**src/sb_irq_pkg.sv**
```systemverilog
// Shared constants and carrier types for the sideband, interrupt and event block
package sb_irq_pkg;
   localparam int SSD_W = 10;
   localparam int SID_MAX_W = 15;
   localparam int CNT_W = 8;
   localparam int CLK_DIV_COUNT = 64;
   localparam int QOS_W = 4;
   // APB register byte offsets
   localparam logic [11:0] CFG_OFS = 12'h000;
   localparam logic [11:0] STATUS_OFS = 12'h004;
   localparam logic [11:0] QOS_OFS = 12'h008;
   localparam logic [11:0] INTEG_OFS = 12'h00C;
   localparam logic [11:0] CAPTURE_OFS = 12'h010;
   // Field positions and reset values
   localparam int TOTAL_CTX_LSB = 8;
   localparam int INTEG_EN_BIT = 0;
   localparam int INTEG_GS_BIT = 1;
   localparam int INTEG_GNS_BIT = 2;
   localparam int INTEG_PERF_BIT = 3;
   localparam logic [3:0] INTEG_RESET = 4'h0;
   localparam logic [CNT_W-1:0] NS_COUNT_RESET = 8'h00;
   // Per-transaction sideband carried beside a valid
   typedef struct packed {
      logic ns;
      logic barrier;
      logic [SSD_W-1:0] ssd;
      logic [SID_MAX_W-1:0] sid;
   } sideband_t;
   // Per-unit performance event pulses
   typedef struct packed {
      logic clk;
      logic clk_div;
      logic wr_access;
      logic rd_access;
      logic wr_refill;
      logic rd_refill;
   } event_t;
endpackage

```
**src/irq_combiner.sv**
```systemverilog
// Splits context interrupts by security and ORs the combined lines
`timescale 1ns/1ps
module irq_combiner import sb_irq_pkg::*; #(
   parameter int NUM_TBU = 2,
   parameter int NUM_CTX = 8
) (
   // Individual interrupt levels
   input wire logic gfault_s_i,
   input wire logic gfault_ns_i,
   input wire logic [NUM_TBU-1:0] perf_i,
   input wire logic [NUM_CTX-1:0] ctx_i,
   // Number of contexts owned by the non-secure side
   input wire logic [CNT_W-1:0] ns_count_i,
   // Combined lines
   output logic comb_ns_o,
   output logic comb_s_o
);
   logic [NUM_CTX-1:0] ns_mask;

   // Context below the split count belongs to the non-secure side
   for (genvar i = 0; i < NUM_CTX; i++) begin : g_mask
      assign ns_mask[i] = (CNT_W'(i) < ns_count_i);
   end

   // Pure OR so the combined lines follow their sources in the same cycle
   assign comb_ns_o = gfault_ns_i || (|perf_i) || (|(ctx_i & ns_mask));
   assign comb_s_o = gfault_s_i || (|(ctx_i & ~ns_mask));
endmodule // irq_combiner

```
**src/sb_irq_top.sv**
```systemverilog
// Sideband capture, interrupt outputs, tie-offs and event pulses with APB access
// Summary of operation
// - Read security bit taken with read valid
// - Write security bit taken with write valid
// - Domain index only without security bits
// - Stream IDs 1 to 15 bits per direction
// - Secure and non-secure global fault interrupts
// - One performance interrupt per translation unit
// - One interrupt per implemented context
// - Non-secure combined is OR of its sources
// - Secure combined is OR of secure global fault and upper contexts
// - Secure events counted only with debug enable
// - Coherent walk strap fixed after reset
// - Test enable bypasses clock gates
// - Override lets non-secure reach integration registers
// - Barrier disable means no barriers seen
// - Clock event every unit cycle
// - Divided clock event every 64th cycle
// - Access event per read and write
// - Refill event per cache allocation
//
// The implementer's own choices: the register addresses and register access over APB.
`timescale 1ns/1ps
module sb_irq_top import sb_irq_pkg::*; #(
   parameter int NUM_TBU = 2,
   parameter int NUM_CTX = 8,
   parameter int SID_W = 15,
   parameter bit HAS_NS = 1'b1
) (
   // Clock and reset
   input wire logic clock_i,
   input wire logic reset_n_i,
   // APB slave
   input wire logic psel_i,
   input wire logic penable_i,
   input wire logic pwrite_i,
   input wire logic [11:0] paddr_i,
   input wire logic [31:0] pwdata_i,
   input wire logic [2:0] pprot_i,
   output logic [31:0] prdata_o,
   output logic pready_o,
   output logic pslverr_o,
   // Per-unit address channels and sidebands
   input wire logic [NUM_TBU-1:0] rd_valid_i,
   input wire logic [NUM_TBU-1:0] rd_ready_i,
   input sideband_t [NUM_TBU-1:0] rd_side_i,
   input wire logic [NUM_TBU-1:0] wr_valid_i,
   input wire logic [NUM_TBU-1:0] wr_ready_i,
   input sideband_t [NUM_TBU-1:0] wr_side_i,
   input wire logic [NUM_TBU-1:0] barrier_disable_i,
   output sideband_t [NUM_TBU-1:0] rd_side_o,
   output sideband_t [NUM_TBU-1:0] wr_side_o,
   // Translation cache allocations
   input wire logic [NUM_TBU-1:0] rd_refill_i,
   input wire logic [NUM_TBU-1:0] rd_refill_ns_i,
   input wire logic [NUM_TBU-1:0] wr_refill_i,
   input wire logic [NUM_TBU-1:0] wr_refill_ns_i,
   // Interrupt sources
   input wire logic gfault_s_i,
   input wire logic gfault_ns_i,
   input wire logic [NUM_TBU-1:0] perf_ovf_i,
   input wire logic [NUM_CTX-1:0] ctx_fault_i,
   // Interrupt outputs
   output logic global_fault_irq_secure_o,
   output logic global_fault_irq_nonsecure_o,
   output logic [NUM_TBU-1:0] perf_irq_o,
   output logic [NUM_CTX-1:0] ctx_irq_o,
   output logic combined_irq_nonsecure_o,
   output logic combined_irq_secure_o,
   // Debug and tie-offs
   input wire logic secure_debug_en_i,
   input wire logic [QOS_W-1:0] qos_arb_i,
   input wire logic coherent_walk_cfg_i,
   input wire logic test_clk_enable_i,
   input wire logic integ_override_i,
   input wire logic clk_gate_req_i,
   output logic coherent_walk_o,
   output logic clk_gate_en_o,
   // Performance events
   output event_t [NUM_TBU-1:0] evt_o
);
   logic rst_meta;
   logic rst_n;
   logic cttw_taken;
   logic [CNT_W-1:0] nonsecure_context_count_field;
   logic [CNT_W-1:0] total_context_banks_field;
   logic [3:0] integ;
   logic [QOS_W-1:0] qos_q;
   logic apb_acc;
   logic apb_wr;
   logic integ_denied;
   logic hit;
   logic [31:0] next_rdata;
   logic [NUM_TBU-1:0] rd_take;
   logic [NUM_TBU-1:0] wr_take;
   logic [SID_MAX_W-1:0] sid_mask;

   if (NUM_TBU < 1 || NUM_CTX < 1 || NUM_CTX > 255 || SID_W < 1 || SID_W > SID_MAX_W) begin
      : g_bad_cfg
      $error("Unsupported unit, context or stream ID width");
   end

   assign total_context_banks_field = CNT_W'(NUM_CTX);
   assign sid_mask = SID_MAX_W'((1 << SID_W) - 1);

   // Reset release through two flops, assertion stays asynchronous
   always_ff @(posedge clock_i or negedge reset_n_i) begin
      if (!reset_n_i) begin
         rst_meta <= 1'b0;
         rst_n <= 1'b0;
      end else begin
         rst_meta <= 1'b1;
         rst_n <= rst_meta;
      end
   end

   // Coherent walk strap caught once after release, never again
   always_ff @(posedge clock_i or negedge rst_n) begin
      if (!rst_n) begin
         cttw_taken <= 1'b0;
         coherent_walk_o <= 1'b0;
      end else if (!cttw_taken) begin
         cttw_taken <= 1'b1;
         coherent_walk_o <= coherent_walk_cfg_i;
      end
   end

   // Test mode forces gate open whatever the functional request
   assign clk_gate_en_o = test_clk_enable_i || clk_gate_req_i;

   // Sideband capture per unit on each accepted address
   for (genvar t = 0; t < NUM_TBU; t++) begin : g_tbu
      assign rd_take[t] = rd_valid_i[t] && rd_ready_i[t];
      assign wr_take[t] = wr_valid_i[t] && wr_ready_i[t];

      // Without security bits the domain index carries security instead
      always_ff @(posedge clock_i or negedge rst_n) begin
         if (!rst_n) begin
            rd_side_o[t] <= '0;
         end else if (rd_take[t]) begin
            rd_side_o[t].ns <= HAS_NS ? rd_side_i[t].ns : (rd_side_i[t].ssd != '0);
            rd_side_o[t].ssd <= HAS_NS ? '0 : rd_side_i[t].ssd;
            rd_side_o[t].sid <= rd_side_i[t].sid & sid_mask;
            rd_side_o[t].barrier <= rd_side_i[t].barrier && !barrier_disable_i[t];
         end
      end

      always_ff @(posedge clock_i or negedge rst_n) begin
         if (!rst_n) begin
            wr_side_o[t] <= '0;
         end else if (wr_take[t]) begin
            wr_side_o[t].ns <= HAS_NS ? wr_side_i[t].ns : (wr_side_i[t].ssd != '0);
            wr_side_o[t].ssd <= HAS_NS ? '0 : wr_side_i[t].ssd;
            wr_side_o[t].sid <= wr_side_i[t].sid & sid_mask;
            wr_side_o[t].barrier <= wr_side_i[t].barrier && !barrier_disable_i[t];
         end
      end

      tbu_event_gen #(.DIV(CLK_DIV_COUNT)) u_evt (
         .clock_i(clock_i),
         .rst_n_i(rst_n),
         .rd_take_i(rd_take[t]),
         .rd_ns_i(HAS_NS ? rd_side_i[t].ns : (rd_side_i[t].ssd != '0)),
         .wr_take_i(wr_take[t]),
         .wr_ns_i(HAS_NS ? wr_side_i[t].ns : (wr_side_i[t].ssd != '0)),
         .rd_refill_i(rd_refill_i[t]),
         .rd_refill_ns_i(rd_refill_ns_i[t]),
         .wr_refill_i(wr_refill_i[t]),
         .wr_refill_ns_i(wr_refill_ns_i[t]),
         .secure_count_i(secure_debug_en_i),
         .evt_o(evt_o[t])
      );
   end

   // Interrupt levels registered; integration mode drives global fault and perf levels from software, context levels low
   always_ff @(posedge clock_i or negedge rst_n) begin
      if (!rst_n) begin
         global_fault_irq_secure_o <= 1'b0;
         global_fault_irq_nonsecure_o <= 1'b0;
         perf_irq_o <= '0;
         ctx_irq_o <= '0;
      end else if (integ[INTEG_EN_BIT]) begin
         global_fault_irq_secure_o <= integ[INTEG_GS_BIT];
         global_fault_irq_nonsecure_o <= integ[INTEG_GNS_BIT];
         perf_irq_o <= {NUM_TBU{integ[INTEG_PERF_BIT]}};
         ctx_irq_o <= '0;
      end else begin
         global_fault_irq_secure_o <= gfault_s_i;
         global_fault_irq_nonsecure_o <= gfault_ns_i;
         perf_irq_o <= perf_ovf_i;
         ctx_irq_o <= ctx_fault_i;
      end
   end

   irq_combiner #(.NUM_TBU(NUM_TBU), .NUM_CTX(NUM_CTX)) u_comb (
      .gfault_s_i(global_fault_irq_secure_o),
      .gfault_ns_i(global_fault_irq_nonsecure_o),
      .perf_i(perf_irq_o),
      .ctx_i(ctx_irq_o),
      .ns_count_i(nonsecure_context_count_field),
      .comb_ns_o(combined_irq_nonsecure_o),
      .comb_s_o(combined_irq_secure_o)
   );

   // APB decode: zero wait states, error on unmapped or refused access
   assign apb_acc = psel_i && penable_i;
   assign apb_wr = apb_acc && pwrite_i;
   assign integ_denied = (paddr_i == INTEG_OFS) && pprot_i[1] && !integ_override_i;
   assign pready_o = 1'b1;

   always_comb begin
      hit = 1'b1;
      next_rdata = 32'h0000_0000;
      if (paddr_i == CFG_OFS) begin
         next_rdata[CNT_W-1:0] = nonsecure_context_count_field;
         next_rdata[TOTAL_CTX_LSB +: CNT_W] = total_context_banks_field;
      end else if (paddr_i == STATUS_OFS) begin
         next_rdata[7:0] = {cttw_taken, coherent_walk_o, test_clk_enable_i,
            secure_debug_en_i, combined_irq_secure_o, combined_irq_nonsecure_o,
            global_fault_irq_secure_o, global_fault_irq_nonsecure_o};
      end else if (paddr_i == QOS_OFS) begin
         next_rdata[QOS_W-1:0] = qos_q;
      end else if (paddr_i == INTEG_OFS) begin
         next_rdata[3:0] = integ_denied ? 4'h0 : integ;
      end else if (paddr_i == CAPTURE_OFS) begin
         next_rdata[SID_MAX_W-1:0] = rd_side_o[0].sid;
         next_rdata[16 +: SSD_W] = rd_side_o[0].ssd;
         next_rdata[30] = rd_side_o[0].barrier;
         next_rdata[31] = rd_side_o[0].ns;
      end else begin
         hit = 1'b0;
      end
   end

   assign pslverr_o = apb_acc && (!hit || integ_denied);

   // Read data registered at the setup cycle so it is stable in the access phase
   always_ff @(posedge clock_i or negedge rst_n) begin
      if (!rst_n) begin
         prdata_o <= 32'h0000_0000;
      end else if (psel_i && !penable_i && !pwrite_i) begin
         prdata_o <= next_rdata;
      end
   end

   // Writable registers
   always_ff @(posedge clock_i or negedge rst_n) begin
      if (!rst_n) begin
         nonsecure_context_count_field <= NS_COUNT_RESET;
         integ <= INTEG_RESET;
      end else if (apb_wr && paddr_i == CFG_OFS) begin
         nonsecure_context_count_field <= pwdata_i[CNT_W-1:0];
      end else if (apb_wr && paddr_i == INTEG_OFS && !integ_denied) begin
         integ <= pwdata_i[3:0];
      end
   end

   // Priority hint only observed for software
   always_ff @(posedge clock_i or negedge rst_n) begin
      if (!rst_n) begin
         qos_q <= '0;
      end else begin
         qos_q <= qos_arb_i;
      end
   end

   // Gap since last divided pulse, read only by checks
   logic [7:0] div_gap;
   logic div_seen;
   always_ff @(posedge clock_i or negedge rst_n) begin
      if (!rst_n) begin
         div_gap <= 8'h00;
         div_seen <= 1'b0;
      end else if (evt_o[0].clk_div) begin
         div_gap <= 8'h00;
         div_seen <= 1'b1;
      end else begin
         div_gap <= div_gap + 8'h01;
      end
   end

   a_rd_ns_capture: assert property (@(posedge clock_i) disable iff (!rst_n)
      (HAS_NS && rd_take[0]) |=> rd_side_o[0].ns == $past(rd_side_i[0].ns))
      else $error("read security not captured");
   a_wr_ns_capture: assert property (@(posedge clock_i) disable iff (!rst_n)
      (HAS_NS && wr_take[0]) |=> wr_side_o[0].ns == $past(wr_side_i[0].ns))
      else $error("write security not captured");
   a_ssd_absent: assert property (@(posedge clock_i) disable iff (!rst_n)
      HAS_NS |-> (rd_side_o[0].ssd == '0 && wr_side_o[0].ssd == '0))
      else $error("domain index present with security bits");
   a_sid_width: assert property (@(posedge clock_i) disable iff (!rst_n)
      rd_take[0] |=> rd_side_o[0].sid == ($past(rd_side_i[0].sid) & sid_mask))
      else $error("stream ID not captured at width");
   a_gfault_follow: assert property (@(posedge clock_i) disable iff (!rst_n)
      !integ[INTEG_EN_BIT] |=> global_fault_irq_secure_o == $past(gfault_s_i))
      else $error("secure global fault not forwarded");
   a_comb_ns_or: assert property (@(posedge clock_i) disable iff (!rst_n)
      (global_fault_irq_nonsecure_o || (|perf_irq_o)) |-> combined_irq_nonsecure_o)
      else $error("non-secure combined missing a source");
   a_comb_s_split: assert property (@(posedge clock_i) disable iff (!rst_n)
      (!global_fault_irq_secure_o && nonsecure_context_count_field >= CNT_W'(NUM_CTX))
      |-> !combined_irq_secure_o)
      else $error("secure combined raised by non-secure context");
   a_secure_gate: assert property (@(posedge clock_i) disable iff (!rst_n)
      (rd_take[0] && HAS_NS && !rd_side_i[0].ns && !secure_debug_en_i) |=> !evt_o[0].rd_access)
      else $error("secure read counted without debug enable");
   a_cttw_stable: assert property (@(posedge clock_i) disable iff (!rst_n)
      $past(cttw_taken) |-> $stable(coherent_walk_o))
      else $error("coherent walk setting changed");
   a_gate_bypass: assert property (@(posedge clock_i) disable iff (!rst_n)
      test_clk_enable_i |-> clk_gate_en_o)
      else $error("clock gate not bypassed in test");
   a_integ_refuse: assert property (@(posedge clock_i) disable iff (!rst_n)
      (apb_wr && integ_denied) |=> $stable(integ))
      else $error("refused integration write took effect");
   a_barrier_mask: assert property (@(posedge clock_i) disable iff (!rst_n)
      (rd_take[0] && barrier_disable_i[0]) |=> !rd_side_o[0].barrier)
      else $error("barrier seen with barriers disabled");
   a_clk_event: assert property (@(posedge clock_i) disable iff (!rst_n)
      $past(rst_n) |-> evt_o[0].clk)
      else $error("clock event missing");
   a_clk_div_gap: assert property (@(posedge clock_i) disable iff (!rst_n)
      (evt_o[0].clk_div && div_seen) |-> div_gap == 8'(CLK_DIV_COUNT - 1))
      else $error("divided clock event spacing wrong");
   a_access_pulse: assert property (@(posedge clock_i) disable iff (!rst_n)
      (wr_take[0] && (wr_side_i[0].ns || secure_debug_en_i) && !HAS_NS == 1'b0)
      |=> evt_o[0].wr_access)
      else $error("write access event missing");
   a_refill_pulse: assert property (@(posedge clock_i) disable iff (!rst_n)
      (rd_refill_i[0] && rd_refill_ns_i[0]) |=> evt_o[0].rd_refill)
      else $error("read refill event missing");

   c_secure_read: cover property (@(posedge clock_i) disable iff (!rst_n)
      rd_take[0] && !rd_side_i[0].ns && secure_debug_en_i ##1 evt_o[0].rd_access);
   c_comb_both: cover property (@(posedge clock_i) disable iff (!rst_n)
      combined_irq_secure_o && combined_irq_nonsecure_o);
   c_integ_refused: cover property (@(posedge clock_i) disable iff (!rst_n)
      apb_wr && integ_denied);
endmodule // sb_irq_top

```
**src/tbu_event_gen.sv**
```systemverilog
// Performance event pulse generator for one translation unit
`timescale 1ns/1ps
module tbu_event_gen import sb_irq_pkg::*; #(
   parameter int DIV = CLK_DIV_COUNT
) (
   // Clock and synchronised reset
   input wire logic clock_i,
   input wire logic rst_n_i,
   // Accepted transactions and cache allocations
   input wire logic rd_take_i,
   input wire logic rd_ns_i,
   input wire logic wr_take_i,
   input wire logic wr_ns_i,
   input wire logic rd_refill_i,
   input wire logic rd_refill_ns_i,
   input wire logic wr_refill_i,
   input wire logic wr_refill_ns_i,
   // Secure counting permitted
   input wire logic secure_count_i,
   // Event pulses
   output event_t evt_o
);
   localparam int DW = $clog2(DIV);
   logic [DW-1:0] div_cnt;

   if (DIV < 2) begin : g_bad_div
      $error("DIV must be at least 2");
   end

   // Free-running divider, pulse on its last count
   always_ff @(posedge clock_i or negedge rst_n_i) begin
      if (!rst_n_i) begin
         div_cnt <= '0;
      end else if (div_cnt == DW'(DIV - 1)) begin
         div_cnt <= '0;
      end else begin
         div_cnt <= div_cnt + 1'b1;
      end
   end

   // One registered pulse per occurrence; secure ones only when allowed
   always_ff @(posedge clock_i or negedge rst_n_i) begin
      if (!rst_n_i) begin
         evt_o <= '0;
      end else begin
         evt_o.clk <= 1'b1;
         evt_o.clk_div <= (div_cnt == DW'(DIV - 1));
         evt_o.rd_access <= rd_take_i && (rd_ns_i || secure_count_i);
         evt_o.wr_access <= wr_take_i && (wr_ns_i || secure_count_i);
         evt_o.rd_refill <= rd_refill_i && (rd_refill_ns_i || secure_count_i);
         evt_o.wr_refill <= wr_refill_i && (wr_refill_ns_i || secure_count_i);
      end
   end
endmodule // tbu_event_gen

```
**config.mk**
```make
export PLATFORM = sky130hd
export DESIGN_NAME = sb_irq_top
export DESIGN_NICKNAME = d
export VERILOG_FILES = /design/src/sb_irq_pkg.sv /design/src/irq_combiner.sv /design/src/sb_irq_top.sv /design/src/tbu_event_gen.sv
export SDC_FILE = /design/constraint.sdc
export NUM_CORES = 1
export LEC_CHECK = 0
export BUFFER_PORTS_ARGS = -buffer_cell sky130_fd_sc_hd__buf_4
export CAP_MARGIN = 40
export CELL_PAD_IN_SITES_DETAIL_PLACEMENT = 1
export CELL_PAD_IN_SITES_GLOBAL_PLACEMENT = 2
export CORE_ASPECT_RATIO = 1.5
export CORE_MARGIN = 10
export CORE_UTILIZATION = 28
export DETAILED_ROUTE_END_ITERATION = 6
export PLACE_DENSITY = 0.93
export SETUP_SLACK_MARGIN = 0.3
export SKIP_LAST_GASP = 1
export SLEW_MARGIN = 20
export SYNTH_ARGS = -nofsm -noshare
export SYNTH_HDL_FRONTEND = slang
export SYNTH_HIERARCHICAL = 1
export SYNTH_SLANG_ARGS = --single-unit
```
**constraint.sdc**
```tcl
create_clock -name clock_i -period 6.35 [get_ports clock_i]
set_input_delay 0.635 -clock clock_i [delete_from_list [all_inputs] [get_ports clock_i]]
set_output_delay 0.635 -clock clock_i [all_outputs]
set_load 0.02 [all_outputs]
```
==> reports/results.ini <==
[global_routing]
antenna_found_initial=1
grt_start_max_net_pins=52
grt_overflow_total=0
grt_pass1_wl_um=32100
grt_pass1_vias=5427
track_usage=0.146

[detailed_routing]
vias_per_cell=4.54
first_iter_violations=163
antenna_left=0
wl_per_cell_um=20.3
vias=4708
dr.pass1.iters=4
routed_wl_um=21100
route.detailed.drc=0

[clocking]
cts_setup_buffers=0
numCtsBuffers=17
insertion_delay_ns=0.43
htree_levels=4
cts_tree=built
clk_path_buf_depth=2
clk_pin_slew_worst_paths_ns=0.06
cts.repair.resized=0
cts_sinks=141
root_buffer=clkbuf_16

[die]
initial_core_util=0.285
dieHeight_um=202
num_rows=66
chipWidth_um=141
ios=369
coreArea_um2=21700
dieArea_um2=28600

[synth]
syn_avg_cell_area_um2=12.4
synth_enable_flop_cells=0
ys_seq_area_frac=0.570
synth_ff_type=dfrtp_1
synthCells=497
synthTopCellsByArea=dfrtp_1, mux2_2, buf_4, nand2_1, o21ai_0
synth_top_cell_by_area=dfrtp_1
synth_seq_cells=141
synth_async_sr_flop_share=1.00
netlist_top_cells_count=dfrtp_1, mux2_2, buf_4
ys_types=57
yosysWarnings=6
yosysMostFrequentCell=dfrtp_1
synth_top_area_share=0.570
netlist_area_um2=6190

[sta]
drv_slew=0
worst_pin_slew_ns=0.807
rsz0062_at_grt=no
finalSetupTns_ns=0
relSlewSlack=0.461
setup_viol=0
finalCritPeriodShare=0.447
min_period_ns=2.84
finClkSkew_ns=0.00937
max_freq_mhz=352
hold_viol_final=0

[critical_path]
crit_path_top_delay_cell=nor4_4
arrival_ns=2.20
slowest_delay_ns=0.53
start_kind=input port
cp_num_buf_inv=2
path_cells=buf_4 > nor4_4 > nand2_1 > o211ai_1 > o21ba_2 > buf_4
crit_required_ns=5.71
crit_type=input port to output pin
worst-path-max-fanout=9
end_kind=output pin
crit_family=simple AND/OR/NAND/NOR gates
crit_path_frequent_cell=buf_4

[power_and_ir_drop]
netSwitchingFraction=0.264
power.density_nw_per_um2=297
power_frac_comb=0.180
peakVddDrop_v=0.000174
p_switching_w=0.000697
finalPower_w=0.00264
seq_power_share=0.390
power.leakage_nw=4.33
intPower_w=0.00194
clkPwrFrac=0.430

[placed_design]
hpwl_um=16800
numPlacedInstances=1005
gp_congestion=0.761
io_buffers=246

[job]
max_cap_violations=0

[cells_and_area]
areaGrowthSynthToFinish_pct=43.6
final_cell_count_no_fill=1038
layout.nets=955
drive_gt1_frac=0.501

[run_status]
status=complete, no violations

[worst_hold_path]
hold_class=register to async pin

layer usage:
| layer | vias up | GRT usage | part of all wire |
|---|---|---|---|
| met1 | 2391 | 0.135 | 0.33 |
| met4 | 0 | 0.0655 | 0.031 |
| met3 | 29 | 0.0519 | 0.065 |
| met2 | 168 | 0.276 | 0.57 |
| li1 | 2120 | - | - |
| met5 | - | 0 | 0 |
worst register-to-register path: stages (launching register included):
cell and delay, ns:
dfrtp_1 0.40, or4_4 0.58, o41ai_2 0.32, o221ai_1 0.26, a221oi_1 0.43, o22ai_1 0.13
placed cells by master (no fill, tap or decap), drive strengths merged, types with 3 or more instances in the layout:
cell      count
mux2i         3
nand3        14
and4          3
mux2         78
inv          13
nor2         14
dfrtp       141
buf         253
a2bb2oi       3
o22ai         5
conb         60
o21ai        22
a21oi         3
nand2b        5
clkbuf       19
o21a          9
a221oi        4
or3           3
a32oi         4
nor2b        12
xor2          4
bufinv        6
a31o          4
clkinvlp      3
nor3          4
nor3b         3
nand2        37
nor4          3
state kept, by name, indices dropped and copies added (netlist names):
register	count
rd_side_o	34
rst_meta	1
perf_irq_o	2
prdata_o	17
g_tbu.u_evt/evt_o	12
nonsecure_context_count_field	8
global_fault_irq_secure_o	1
cttw_taken	1
rst_n	1
global_fault_irq_nonsecure_o	1
wr_side_o	34
qos_q	4
coherent_walk_o	1
integ	4
g_tbu.u_evt/div_cnt	12
ctx_irq_o	8
power by group through the flow:
stage / clock [W] / sequential, W / combinational [W]
5_1_grt: 0.00120 / 0.00104 / 0.000508
6_report: 0.00113 / 0.00103 / 0.000476
4_1_cts: 0.00116 / 0.00103 / 0.000483
2_1_floorplan: 0 / 0.00114 / 0.000157
3_5_place_dp: 0 / 0.00104 / 0.000481
3_3_place_gp: 0 / 0.00104 / 0.000460
area by class of cell:
| cell class | instances | area, µm² |
|---|---|---|
| antenna | 1 | 2.50 |
| clock buffer | 19 | 443 |
| clock inverter | 11 | 216 |
| fill | 2417 | 12800 |
| inverter | 13 | 48.8 |
| multi-input combinational | 327 | 2330 |
| sequential | 141 | 3530 |
| tap | 272 | 340 |
| timing repair buffer | 254 | 1970 |
per-stage QoR:
step           setup WS [ns]   util  area, µm²  hold WS, ns
3_5_place_dp            3.53  0.378       8200        0.248
2_1_floorplan           2.13      -       6400        0.331
3_3_place_gp            3.58  0.373       8110        0.339
5_1_grt                 3.43  0.409       8880        0.271
4_1_cts                 3.51  0.408       8870        0.250
6_report                3.51  0.409       8880        0.241
worst paths after layout:
check / start / to / slack [ns] / cells after the start
max in group asynchronous: rst_n / prdata_o[0] / 4.85 / 3
worst min register to register: rst_n / cttw_taken / 0.24 / 0
worst max-delay path: paddr_i[4] / pslverr_o / 3.51 / 6
worst max register to register: nonsecure_context_count_field[6] / prdata_o[2] / 4.12 / 5
min in group clock_i: qos_arb_i[2] / qos_q[2] / 0.31 / 1
worst min-delay path: rst_n / cttw_taken / 0.24 / 0
repair_timing:
item	in CTS	in global routing
hold endpoints to repair	2	0
hold buffers	1	0
endpoints found under the setup margin	0	0
logic make-up (layout without fill, tap and decap cells):
| group | count (synthesis) | after routing | synth area share |
|---|---|---|---|
| buffers and inverters | 85 | 297 | 0.0872 |
| AOI/OAI and AO/OA | 68 | 68 | 0.0795 |
| DFF | 141 | 141 | 0.570 |
| muxes | 81 | 81 | 0.147 |
| adders and majority gates | 3 | 3 | 0.00566 |
| and+or+nand+nor | 109 | 109 | 0.0995 |
| xor gates and xnor gates | 6 | 6 | 0.00850 |
| other | 4 | 61 | 0.00243 |
Power figures use the tool's default switching activity.
